### src/hw/i2c_slave_consts.svh
// Constants for the masked-address two-wire slave core.
// Assumes inclusion by bare name from the design files under hw/.
`ifndef I2C_SLAVE_CONSTS_SVH
`define I2C_SLAVE_CONSTS_SVH

// Bit count of one byte on the wire
`define I2CS_BYTE_BITS 4'h8
// Cleared byte value after reset
`define I2CS_RST_BYTE 8'h00
// Clock release bit comes out of reset set, so the clock is free
`define I2CS_RST_RELEASE 1'b1
// Own address value after reset
`define I2CS_RST_OWN_ADDR 8'h00
// Upper two address bits always compared exactly
`define I2CS_CARE_HI 2'h3

`endif

### src/hw/i2c_slave_pkg.sv
// Types shared by the slave core and its receive buffer.
// Assumes the constants header is compiled alongside.
package i2c_slave_pkg;

	// Slave bus sequencer states
	typedef enum logic [2:0] {
		S_IDLE,
		S_RECV,
		S_ACK,
		S_HOLD,
		S_SEND,
		S_MACK,
		S_MEND
	} slave_state_e;

	// Which byte of a transfer is on the wire
	typedef enum logic [1:0] {
		P_FIRST,
		P_LOW,
		P_DATA
	} byte_phase_e;

	// One received byte as handed to the consumer
	typedef struct packed {
		logic isAddress;
		logic [7:0] data;
	} rx_word_s;

endpackage

### src/hw/rx_word_buffer.sv
// Two-entry buffer for received bytes with valid and ready on both sides.
// Assumes one clock and a synchronous active-high reset.
`timescale 1ns/1ps

module rx_word_buffer
	import i2c_slave_pkg::*;
(
	input wire logic ref_clk,
	input wire logic rst,
	input rx_word_s inWord,
	input wire logic inValid,
	output logic inReady,
	output rx_word_s outWord,
	output logic outValid,
	input wire logic outReady
);

	rx_word_s tail_q; // Second entry
	logic tailValid_q; // Second entry occupied
	logic push; // Word accepted this cycle
	logic pop; // Word taken this cycle

	// Full only when both entries are taken
	assign inReady = !tailValid_q;
	assign push = inValid && inReady;
	assign pop = outValid && outReady;

	// Head is the output register, tail refills it
	always_ff @(posedge ref_clk) begin
		if (rst) begin
			outValid <= 1'b0;
			tailValid_q <= 1'b0;
			outWord <= '0;
			tail_q <= '0;
		end else if (pop) begin
			if (tailValid_q) begin
				outWord <= tail_q;
				tailValid_q <= 1'b0;
			end else begin
				outWord <= inWord;
				outValid <= push;
			end
		end else if (push) begin
			if (!outValid) begin
				outWord <= inWord;
				outValid <= 1'b1;
			end else begin
				tail_q <= inWord;
				tailValid_q <= 1'b1;
			end
		end
	end

endmodule // rx_word_buffer

### src/hw/i2c_slave_mask_stretch.sv
// Two-wire slave core: masked address match, receive, transmit, stretching.
// Assumes open-drain pins resolved outside; link pins are asynchronous.
`timescale 1ns/1ps
`include "i2c_slave_consts.svh"

module i2c_slave_mask_stretch
	import i2c_slave_pkg::*;
(
	input wire logic ref_clk,
	input wire logic rst,
	input wire logic moduleEnable,
	input wire logic tenBitMode,
	input wire logic stretchEnable,
	input wire logic [4:0] addrMaskBits,
	input wire logic ownAddrWrite,
	input wire logic [7:0] ownAddrData,
	input wire logic bufWrite,
	input wire logic [7:0] bufWriteData,
	input wire logic bufRead,
	input wire logic clockReleaseSet,
	input wire logic overflowClear,
	input wire logic eventClear,
	input wire logic sclIn,
	output logic sclOut,
	output logic sclOe_n,
	input wire logic sdaIn,
	output logic sdaOut,
	output logic sdaOe_n,
	output logic [7:0] rxTxBuffer_q,
	output logic bufferFull_q,
	output logic receiveOverflow_q,
	output logic serialEvent_q,
	output logic readNotWrite_q,
	output logic updateAddress_q,
	output logic clockRelease_q,
	output rx_word_s rxWord,
	output logic rxValid,
	input wire logic rxReady
);

	// 7-bit care mask: upper bits exact, bit zero is direction
	function automatic logic match7(input logic [7:0] sr, input logic [7:0] own,
		input logic [4:0] m);
		logic [7:0] care;
		care = {`I2CS_CARE_HI, ~m, 1'b0};
		return ((sr ^ own) & care) == 8'h00;
	endfunction

	// 10-bit low byte: lowest mask bit covers two bits
	function automatic logic match10(input logic [7:0] sr, input logic [7:0] own,
		input logic [4:0] m);
		logic [7:0] care;
		care = {`I2CS_CARE_HI, ~m[4:1], ~m[0], ~m[0]};
		return ((sr ^ own) & care) == 8'h00;
	endfunction

	logic [1:0] pinIn; // Raw pins, clock then data
	logic [1:0] pinMeta_q; // First synchroniser stage
	logic [1:0] pinSync_q; // Second synchroniser stage
	logic [1:0] pinPrev_q; // Previous synchronised level
	logic sclSync; // Synchronised clock level
	logic sdaSync; // Synchronised data level
	logic sclRise; // Clock rising edge
	logic sclFall; // Clock falling edge
	logic startSeen; // Start or repeated start
	logic stopSeen; // Stop condition
	slave_state_e st_q; // Sequencer state
	byte_phase_e phase_q; // Byte position in transfer
	byte_phase_e nextPhase; // Phase after this byte
	logic [3:0] bitCnt_q; // Bits seen in this byte
	logic [7:0] shiftReg_q; // Incoming shift register
	logic [7:0] txShift_q; // Outgoing shift register
	logic [7:0] ownAddr_q; // Own address register
	logic txReq_q; // Transfer is a slave transmit
	logic byteWasData_q; // Last received byte was data
	logic loSeen_q; // 10-bit low address matched
	logic matchNow; // Current byte is for us
	logic ackNow; // Current byte gets an ack
	logic readReq; // Address asks for transmit
	logic uaSetNow; // Byte sets update flag
	logic byteDone; // Eighth falling edge in receive
	logic ackDone; // Ninth falling edge after our ack slot
	logic txLast; // Eighth falling edge in transmit
	logic mendFall; // Ninth falling edge in transmit
	logic holdNow; // Stretch condition in hold state
	logic pushPend_q; // Byte waiting for buffer room
	rx_word_s pushWord_q; // Byte to hand over
	logic bufInReady; // Buffer can take a byte
	logic bfSet; // Buffer full set
	logic bfClr; // Buffer full clear
	logic ckpClr; // Hardware clears release bit

	// Two-flop synchronisers on both link pins
	assign pinIn = {sclIn, sdaIn};
	genvar gi;
	generate
		for (gi = 0; gi < 2; gi++) begin : g_sync
			always_ff @(posedge ref_clk) begin
				if (rst) begin
					pinMeta_q[gi] <= 1'b1;
					pinSync_q[gi] <= 1'b1;
					pinPrev_q[gi] <= 1'b1;
				end else begin
					pinMeta_q[gi] <= pinIn[gi];
					pinSync_q[gi] <= pinMeta_q[gi];
					pinPrev_q[gi] <= pinSync_q[gi];
				end
			end
		end
	endgenerate

	// Edge and bus condition detection
	assign sclSync = pinSync_q[1];
	assign sdaSync = pinSync_q[0];
	assign sclRise = sclSync && !pinPrev_q[1];
	assign sclFall = !sclSync && pinPrev_q[1];
	assign startSeen = sclSync && pinPrev_q[1] && pinPrev_q[0] && !sdaSync;
	assign stopSeen = sclSync && pinPrev_q[1] && !pinPrev_q[0] && sdaSync;

	// Byte boundary strobes
	assign byteDone = (st_q == S_RECV) && sclFall && (bitCnt_q == `I2CS_BYTE_BITS);
	assign ackDone = (st_q == S_ACK) && sclFall;
	assign txLast = (st_q == S_SEND) && sclFall && (bitCnt_q == `I2CS_BYTE_BITS);
	assign mendFall = (st_q == S_MEND) && sclFall;
	assign holdNow = !clockRelease_q || updateAddress_q || pushPend_q;

	// Address decode for the byte in the shifter
	always_comb begin
		matchNow = 1'b0;
		readReq = 1'b0;
		uaSetNow = 1'b0;
		nextPhase = P_DATA;
		case (phase_q)
			P_FIRST: begin
				if (!tenBitMode) begin
					matchNow = match7(shiftReg_q, ownAddr_q, addrMaskBits);
					readReq = shiftReg_q[0];
				end else if (shiftReg_q[7:1] == ownAddr_q[7:1]) begin
					if (!shiftReg_q[0]) begin
						matchNow = 1'b1;
						uaSetNow = 1'b1;
						nextPhase = P_LOW;
					end else if (loSeen_q) begin
						matchNow = 1'b1;
						readReq = 1'b1;
					end
				end
			end
			P_LOW: begin
				matchNow = match10(shiftReg_q, ownAddr_q, addrMaskBits);
				uaSetNow = 1'b1;
			end
			P_DATA: begin
				matchNow = 1'b1;
			end
			default: begin
				matchNow = 1'b0;
			end
		endcase
		ackNow = matchNow && !bufferFull_q && !receiveOverflow_q;
	end

	// Bus sequencer
	always_ff @(posedge ref_clk) begin
		if (rst || !moduleEnable) begin
			st_q <= S_IDLE;
			phase_q <= P_FIRST;
			bitCnt_q <= 4'h0;
			shiftReg_q <= `I2CS_RST_BYTE;
			txReq_q <= 1'b0;
			byteWasData_q <= 1'b0;
			loSeen_q <= 1'b0;
			sdaOe_n <= 1'b1;
		end else if (stopSeen) begin
			st_q <= S_IDLE;
			loSeen_q <= 1'b0;
			txReq_q <= 1'b0;
			sdaOe_n <= 1'b1;
		end else if (startSeen) begin
			st_q <= S_RECV;
			phase_q <= P_FIRST;
			bitCnt_q <= 4'h0;
			txReq_q <= 1'b0;
			sdaOe_n <= 1'b1;
		end else begin
			case (st_q)
				S_RECV: begin
					if (sclRise) begin
						shiftReg_q <= {shiftReg_q[6:0], sdaSync};
						bitCnt_q <= bitCnt_q + 4'h1;
					end else if (byteDone) begin
						if (matchNow) begin
							st_q <= S_ACK;
							sdaOe_n <= !ackNow;
							txReq_q <= readReq;
							byteWasData_q <= (phase_q == P_DATA);
							phase_q <= nextPhase;
							if (phase_q == P_LOW) begin
								loSeen_q <= 1'b1;
							end
						end else begin
							st_q <= S_IDLE;
						end
					end
				end
				S_ACK: begin
					if (sclFall) begin
						sdaOe_n <= 1'b1;
						st_q <= S_HOLD;
					end
				end
				S_HOLD: begin
					if (!holdNow) begin
						bitCnt_q <= 4'h0;
						if (txReq_q) begin
							st_q <= S_SEND;
							sdaOe_n <= txShift_q[7];
						end else begin
							st_q <= S_RECV;
						end
					end
				end
				S_SEND: begin
					if (sclRise) begin
						bitCnt_q <= bitCnt_q + 4'h1;
					end else if (txLast) begin
						sdaOe_n <= 1'b1;
						st_q <= S_MACK;
					end else if (sclFall) begin
						sdaOe_n <= txShift_q[6];
					end
				end
				S_MACK: begin
					if (sclRise) begin
						// A nack still waits for the ninth fall to flag the byte
						st_q <= S_MEND;
						if (sdaSync) begin
							txReq_q <= 1'b0;
						end
					end
				end
				S_MEND: begin
					if (sclFall && txReq_q) begin
						st_q <= S_HOLD;
					end else if (sclFall) begin
						st_q <= S_IDLE;
					end
				end
				S_IDLE: begin
					sdaOe_n <= 1'b1;
				end
				default: begin
					st_q <= S_IDLE;
				end
			endcase
		end
	end

	// Clock stretch drive, only once the line is seen low
	always_ff @(posedge ref_clk) begin
		if (rst || !moduleEnable) begin
			sclOe_n <= 1'b1;
		end else begin
			sclOe_n <= !((st_q == S_HOLD) && holdNow && !sclSync);
		end
	end

	// Open-drain pins only ever pull low
	always_ff @(posedge ref_clk) begin
		sclOut <= 1'b0;
		sdaOut <= 1'b0;
	end

	// Own address register, writing it clears the update flag
	always_ff @(posedge ref_clk) begin
		if (rst) begin
			ownAddr_q <= `I2CS_RST_OWN_ADDR;
		end else if (ownAddrWrite) begin
			ownAddr_q <= ownAddrData;
		end
	end

	// Outgoing shifter, loaded with the buffer
	always_ff @(posedge ref_clk) begin
		if (rst) begin
			txShift_q <= `I2CS_RST_BYTE;
		end else if (bufWrite) begin
			txShift_q <= bufWriteData;
		end else if ((st_q == S_SEND) && sclFall && !txLast) begin
			txShift_q <= {txShift_q[6:0], 1'b0};
		end
	end

	// Buffer contents and full flag
	assign bfSet = (byteDone && ackNow) || bufWrite;
	assign bfClr = bufRead || txLast;
	always_ff @(posedge ref_clk) begin
		if (rst || !moduleEnable) begin
			bufferFull_q <= 1'b0;
			rxTxBuffer_q <= `I2CS_RST_BYTE;
		end else begin
			bufferFull_q <= bfSet || (bufferFull_q && !bfClr);
			if (byteDone && ackNow) begin
				rxTxBuffer_q <= shiftReg_q;
			end else if (bufWrite) begin
				rxTxBuffer_q <= bufWriteData;
			end
		end
	end

	// Overflow: data byte arrives with buffer still full
	always_ff @(posedge ref_clk) begin
		if (rst || !moduleEnable) begin
			receiveOverflow_q <= 1'b0;
		end else begin
			receiveOverflow_q <= (byteDone && (phase_q == P_DATA) && bufferFull_q)
				|| (receiveOverflow_q && !overflowClear);
		end
	end

	// Event flag on the ninth falling edge of each matched byte, set beats clear
	always_ff @(posedge ref_clk) begin
		if (rst || !moduleEnable) begin
			serialEvent_q <= 1'b0;
		end else begin
			serialEvent_q <= ackDone || mendFall || (serialEvent_q && !eventClear);
		end
	end

	// Direction bit, cleared when the master ends a read
	always_ff @(posedge ref_clk) begin
		if (rst || !moduleEnable) begin
			readNotWrite_q <= 1'b0;
		end else if ((st_q == S_MACK) && sclRise && sdaSync) begin
			readNotWrite_q <= 1'b0;
		end else if (byteDone && matchNow && (phase_q == P_FIRST)) begin
			readNotWrite_q <= shiftReg_q[0];
		end
	end

	// Update-address flag, set beats the own address write
	always_ff @(posedge ref_clk) begin
		if (rst || !moduleEnable) begin
			updateAddress_q <= 1'b0;
		end else begin
			updateAddress_q <= (byteDone && matchNow && uaSetNow)
				|| (updateAddress_q && !ownAddrWrite);
		end
	end

	// Release bit: hardware clears, software set wins
	assign ckpClr = (ackDone && (txReq_q
		|| (byteWasData_q && stretchEnable && bufferFull_q)))
		|| (mendFall && txReq_q && !bufferFull_q);
	always_ff @(posedge ref_clk) begin
		if (rst || !moduleEnable) begin
			clockRelease_q <= `I2CS_RST_RELEASE;
		end else begin
			clockRelease_q <= clockReleaseSet || (clockRelease_q && !ckpClr);
		end
	end

	// Hand each acknowledged byte to the buffer, stretching if it is full
	always_ff @(posedge ref_clk) begin
		if (rst || !moduleEnable) begin
			pushPend_q <= 1'b0;
			pushWord_q <= '0;
		end else if (byteDone && ackNow) begin
			pushPend_q <= 1'b1;
			pushWord_q <= '{isAddress: (phase_q != P_DATA), data: shiftReg_q};
		end else if (bufInReady) begin
			pushPend_q <= 1'b0;
		end
	end

	rx_word_buffer u_rx_buffer (
		.ref_clk(ref_clk),
		.rst(rst),
		.inWord(pushWord_q),
		.inValid(pushPend_q),
		.inReady(bufInReady),
		.outWord(rxWord),
		.outValid(rxValid),
		.outReady(rxReady)
	);
endmodule // i2c_slave_mask_stretch

### config.mk
export PLATFORM = sky130hd
export DESIGN_NAME = i2c_slave_mask_stretch
export DESIGN_NICKNAME = d
export VERILOG_FILES = /design/src/hw/i2c_slave_pkg.sv /design/src/hw/rx_word_buffer.sv /design/src/hw/i2c_slave_mask_stretch.sv
export VERILOG_INCLUDE_DIRS = /design/src /design/src/hw
export SDC_FILE = /design/constraint.sdc
export NUM_CORES = 1
export LEC_CHECK = 0
export ABC_AREA = 0
export ABC_CLOCK_PERIOD_IN_PS = 2100
export BUFFER_PORTS_ARGS = -buffer_cell sky130_fd_sc_hd__buf_2
export CORE_ASPECT_RATIO = 1.25
export CORE_MARGIN = 2
export CORE_UTILIZATION = 50
export CTS_CLUSTER_SIZE = 8
export DETAILED_ROUTE_END_ITERATION = 6
export PLACE_DENSITY = 0.73
export RECOVER_POWER = 100
export SETUP_SLACK_MARGIN = 0.2
export SYNTH_ARGS = -nofsm -noshare
export SYNTH_HDL_FRONTEND = slang
export SYNTH_HIERARCHICAL = 1
export SYNTH_SLANG_ARGS = --single-unit
### constraint.sdc
create_clock -name ref_clk -period 2.1 [get_ports ref_clk]
set_input_delay 0.21 -clock ref_clk [delete_from_list [all_inputs] [get_ports ref_clk]]
set_output_delay 0.21 -clock ref_clk [all_outputs]
set_load 0.01 [all_outputs]
==> results of run 1 <==
[logic make-up after synthesis]
family	count (synthesis)	synth area share [%]
AND/OR/NAND/NOR	203	24.5
AO/OA/AOI/OAI	107	18.8
flip-flops	88	40.9
buffers and inverters	46	4.85
multiplexers	34	7.90
XOR/XNOR	10	2.38
adder cells (fa/ha/maj)	2	0.581
other	1	0.0871
[path summary, 6_finish.rpt]
kind | startpoint | end | slack [ns] | cells after the start
setup / recovery | ownAddr_q[2]$_SDFFE_PP0P_ | readNotWrite_q$_SDFFE_PP0P_ | 0.1 | 7
hold / removal | clockReleaseSet | clockRelease_q$_SDFF_PP1_ | 0.02 | 2
setup reg to reg | ownAddr_q[2]$_SDFFE_PP0P_ | readNotWrite_q$_SDFFE_PP0P_ | 0.1 | 7
hold reg to reg | pinMeta_q[0]$_SDFF_PP1_ | sdaSync$_SDFF_PP1_ | 0.42 | 1
[registers in the layout (all words and copies together), names as in the netlist, 2 cells and up]
name                 cells
pushWord_q               9
u_rx_buffer/outWord      9
u_rx_buffer/tail_q       9
ownAddr_q                8
rxTxBuffer_q             8
shiftReg_q               8
txShift_q                8
bitCnt_q                 4
st_q                     3
phase_q                  2
pinMeta_q                2
pinPrev_q                2
[worst reg2reg max path: cells and delay by family, from the launching register on]
| family | cells | cell delay (ns) |
|---|---|---|
| AO/OA/AOI/OAI | 4 | 0.76 |
| AND/OR/NAND/NOR | 1 | 0.42 |
| flip-flops | 1 | 0.35 |
| XOR/XNOR | 1 | 0.23 |
| buffers and inverters | 1 | 0.18 |
[cell type report]
class,count,area (um^2),share of cell area (%)
Tap cell,97,121,2.37
Timing Repair Buffer,95,532,10.4
Inverter,12,45.0,0.879
Sequential cell,88,1770,34.5
Multi-Input combinational cell,358,2430,47.5
Clock inverter,7,101,1.98
Clock buffer,9,124,2.42
[metal layers]
layer,share of wire (%),track usage [%]
met5,0,0
met4,3.4,13.3
met3,3.3,2.91
met2,53,41.8
met1,40,25.2
[report_power, final]
group	total (W)	switching, W	internal, W	leakage [nW]
registers	0.00172	0.0000239	0.00170	0.717
logic	0.000261	0.000149	0.000112	1.21
clock network	0.00134	0.000654	0.000685	0.112
[Yosys cell counts (7+ instances only)]
cell and instances:
a21oi_1 34, nor3_1 11, o21ai_0 13, dfxtp_1 88
nand3_1 16, nor2_1 63, inv_1 11, or2_2 7
mux2i_1 34, nand2_1 51, a211oi_1 10, clkbuf_1 21
xnor2_1 8, and2_1 11, nor4_2 9, a211oi_2 8
[metrics by stage]
step	hold WS (ns)	power (W)	cells	utilization [%]	setup WS, ns
3_5_place_dp	0.394	0.00201	648	58.3	0.0927
2_1_floorplan	0.304	0.00191	492	-	0.202
6_report	0.0238	0.00332	666	61.8	0.0976
4_1_cts	0.0140	0.00333	666	61.8	0.114
5_1_grt	0.0186	0.00344	666	61.8	0.00915
3_3_place_gp	0.392	0.00200	648	58.3	0.162
[repair_timing]
action,CTS,global route
setup endpoints to repair,17,33
pin swaps,6,0
endpoints found under the hold margin,0,0
setup buffers,2,0
resized for setup,9,12
[cells in the final DEF, fill, tap and decap left out, drive strengths merged, types with 10 or more instances in the layout]
master and instances:
a21oi 34, buf 66, mux2i 34, o21ai 15, nand2 51, clkbuf 38
nor3 13, nand3 16, nor4 10, nor2 63, inv 15, dfxtp 88
xnor2 10, a211oi 18, and2 11
==> results_dict.tcl, run 1 <==
set metrics [dict create \
    violations "capacitance limit, slew limit" \
    path_delay_family "compound AO/OA/AOI/OAI gates" \
    synth_top_area_share_pct 40.9 \
    cts_buffers 9 \
    die_h_um 108 \
    area_delta_synth_final_pct 19.0 \
    start_kind "register" \
    clk_pin_slew_ns 0.09 \
    syn_inst 491 \
    period_share_pct 95.4 \
    synth-seq-area-share_pct 40.9 \
    rsz0062_at_grt "true" \
    drtIter0Drc 159 \
    hpwl_um 7850 \
    core-area_um2 8290 \
    diodes 0 \
    drc 0 \
    hold_class "in2reg" \
    root_buffer "clkbuf_8" \
    nNetsFinal 601 \
    grt_antenna_before_repair 0 \
    worst-path-buf-inv 1 \
    cp-end-kind "register" \
    cts.sinks 88 \
    synth-seq-cells 88 \
    synth_edf_count 0 \
    grt_pass1_wl_um 16900 \
    gp_congestion 0.876 \
    ys_types 63 \
    crit_type "reg2reg" \
    skew_ns 0.0126 \
    crit_slowest_cell "or4_1" \
    first_global_vias 3594 \
    ctsLongestPathBuffers 2 \
    fp-row-count 37 \
    io_pins 63 \
    p_leak_nw 2.04 \
    drive_above_1_share_pct 24.3 \
    ant_nets 0 \
    start_util_pct 52.0 \
    vias_per_cell 5.67 \
    synth_area_leaders "dfxtp_1, mux2i_1, nor2_1, nand2_1, a21oi_1" \
    tightest_slew_ns 1.57 \
    cp_slowest_stage_delay_ns 0.42 \
    setup_viol 0 \
    drt_wl_total_um 10500 \
    cts_tree "done" \
    final_area_um2 5120 \
    ir_drop_v 0.000355 \
    p_per_area_nw_per_um2 648 \
    setup_tns_ns 0 \
    relSlewSlack_pct -4.34 \
    cts_hold_buf 0 \
    synth_area_leader_cell "dfxtp_1" \
    grt_max_degree 32 \
    outcome "complete, but fails checks" \
    maxCapViolCount 1 \
    crit_chain "xnor2_2, o22ai_2, o41ai_4, buf_4, o211ai_4, or4_1, a21oi_2" \
    num_vias 3775 \
    yosys_warnings 6 \
    hold_viol_final 0 \
    wl_per_cell_um 15.8 \
    fillCellCount 746 \
    dpl_cell_area_um2 4830 \
    grt_use_total_pct 23.1 \
    dieArea_um2 9370 \
    die_w_um 87.0 \
    synth_area_um2 4310 \
    firstDrtPassIters 4 \
    crit_fanout 3 \
    clock_latency_ns 0.37 \
    required_ns 2.40 \
    synth_flop_cell "dfxtp_1" \
    async_flop_share_pct 0 \
    critPathArrivalTime_ns 2.30 \
    ctsHtreeMaxLevel 3 \
    overflow 0 \
    fin_crit_ns 2.00 \
    io_buffers 60 \
    syn_area_per_cell_um2 8.77 \
    drv_slew 32 \
    max_freq_mhz 499 \
]
No activity file was read; power rests on OpenSTA's default activity.
==> run 2: changes to the inputs <==
Settings changed: ABC_CLOCK_PERIOD_IN_PS 2100 to 1700, PLACE_DENSITY 0.73 to 0.76.
Clock period 2.1 ns to 1.7 ns, I/O delays scaled along.
==> results_dict.tcl, run 2 (synthesized netlist as in run 1, its figures left out) <==
set metrics [dict create \
    crit_type "reg2reg" \
    crit_fanout 6 \
    nNetsFinal 664 \
    hold_class "in2reg" \
    final_cell_mix "dfxtp_1, buf_4, nor2_1, nand2_1, buf_2" \
    fin_crit_ns 2.08 \
    drive_above_1_share_pct 37.0 \
    vias_per_cell 5.81 \
    p_sw_share_pct 26.4 \
    grt_max_degree 31 \
    skew_ns 0.0144 \
    die_w_um 87.0 \
    p_clk_share_pct 35.9 \
    p_per_area_nw_per_um2 684 \
    seqPwrFrac_pct 53.8 \
    num_vias 4235 \
    clk_pin_slew_ns 0.09 \
    drv_slew 0 \
    gp_congestion 0.981 \
    p_total_w 0.00396 \
    grt_antenna_before_repair 0 \
    final_area_um2 5790 \
    start_util_pct 52.0 \
    ff2ff_path_depth 9 \
    ir_drop_v 0.000411 \
    overflow 0 \
    cp_slowest_stage_delay_ns 0.34 \
    top_regs "pushWord_q x9, u_rx_buffer/outWord x9, u_rx_buffer/tail_q x9" \
    p_leak_nw 2.36 \
    first_global_vias 3994 \
    grt_pass1_wl_um 18900 \
    required_ns 1.96 \
    p_int_w 0.00291 \
    outcome "complete, but fails checks" \
    io_buffers 60 \
    crit_slowest_cell "dfxtp_1" \
    core-area_um2 8290 \
    wl_per_cell_um 17.1 \
    dieArea_um2 9370 \
    hpwl_um 8480 \
    cts_tree "done" \
    dpl_cell_area_um2 5220 \
    ant_nets 0 \
    io_pins 63 \
    place_ws_ns -0.383 \
    drt_wl_total_um 12400 \
    critPathArrivalTime_ns 2.34 \
    die_h_um 108 \
    drc 0 \
    start_kind "register" \
    violations "setup timing" \
    cts.sinks 88 \
    relSlewSlack_pct 60.1 \
    cpMostUsedCell "buf_4" \
    period_share_pct 122 \
    hold_viol_final 0 \
    firstDrtPassIters 4 \
    comb_power_share_pct 10.4 \
    grt_use_total_pct 25.8 \
    fp-row-count 37 \
    cp-end-kind "register" \
    power_switching_w 0.00104 \
    tightest_slew_ns 0.598 \
    ctsLongestPathBuffers 2 \
    fin_ws_ns -0.380 \
    root_buffer "clkbuf_8" \
    maxCapViolCount 0 \
    clock_latency_ns 0.37 \
    final_common_cell "dfxtp_1" \
    max_freq_mhz 481 \
    cts_buffers 9 \
    rsz0062_at_grt "true" \
    area_delta_synth_final_pct 34.4 \
    setup_viol 38 \
    fin_util_pct 69.8 \
    fillCellCount 631 \
    ctsHtreeMaxLevel 3 \
    fin_hold_ws_ns 0.0306 \
    hold_path_depth 3 \
    diodes 0 \
    drtIter0Drc 187 \
    crit_chain "xnor2_2, buf_4, nand4_1, o31ai_2, buf_4, o2111ai_4, buf_6, mux2i_1, nor2_1" \
]
[run 2: layer usage]
metal / up-vias / global-route usage (%) / wire length [um]
met5: - / 0 / 0
met4: 0 / 14.5 / 481
met3: 39 / 4.68 / 588
met2: 162 / 45.6 / 6470
met1: 2026 / 28.5 / 4900
li1: 2008 / - / -
[run 2: stage by stage]
stage / TNS [ns] / cells
finish: -8.63 / 729
global route: -12.56 / 729
CTS: -7.56 / 716
detailed placement: -9.18 / 689
global placement: -6.54 / 689
floorplan: -2.35 / 492
[run 2: cell type report]
| cell class | count | area [um^2] | area share, % |
|---|---|---|---|
| multi-input cells | 358 | 2570 | 44.5 |
| clock inverters | 5 | 38.8 | 0.670 |
| inverters | 12 | 47.5 | 0.822 |
| well taps | 97 | 121 | 2.10 |
| flip-flops and latches | 88 | 1780 | 30.8 |
| repair buffers | 158 | 1070 | 18.5 |
| clock buffers | 11 | 151 | 2.62 |
[run 2: power groups by stage]
| stage | Clock, W | Sequential (W) | Combinational [W] |
|---|---|---|---|
| after floorplan | 0 | 0.00217 | 0.000207 |
| after global placement | 0 | 0.00217 | 0.000349 |
| after detailed placement | 0 | 0.00217 | 0.000358 |
| after CTS | 0.00143 | 0.00213 | 0.000393 |
| after global routing | 0.00152 | 0.00213 | 0.000438 |
| final | 0.00142 | 0.00213 | 0.000410 |
[run 2: timing repair]
action	4_1_cts	5_1_grt
setup endpoints to repair	54	53
endpoints found under the hold margin	3	0
gates cloned	2	0
pin swaps	21	14
gates resized for setup	54	17
hold buffers	3	0
buffers inserted	6	13
[run 2: critical path: cells and delay by family (launching register included)]
| kind | cells | cell delay (ns) |
|---|---|---|
| XOR/XNOR | 1 | 0.20 |
| AO/OA/AOI/OAI | 2 | 0.48 |
| AND/OR/NAND/NOR | 2 | 0.24 |
| multiplexers | 1 | 0.18 |
| flip-flops | 1 | 0.34 |
| buffers and inverters | 3 | 0.53 |
[run 2: final timing paths]
kind / from / endpoint / slack, ns
hold / removal: ownAddrData[4] / ownAddr_q[4]$_SDFFE_PP0P_ / 0.03
hold reg to reg: pinMeta_q[0]$_SDFF_PP1_ / sdaSync$_SDFF_PP1_ / 0.42
setup / recovery: ownAddr_q[5]$_SDFFE_PP0P_ / pushWord_q[1]$_SDFFE_PP0P_ / -0.38
setup reg to reg: ownAddr_q[5]$_SDFFE_PP0P_ / pushWord_q[1]$_SDFFE_PP0P_ / -0.38
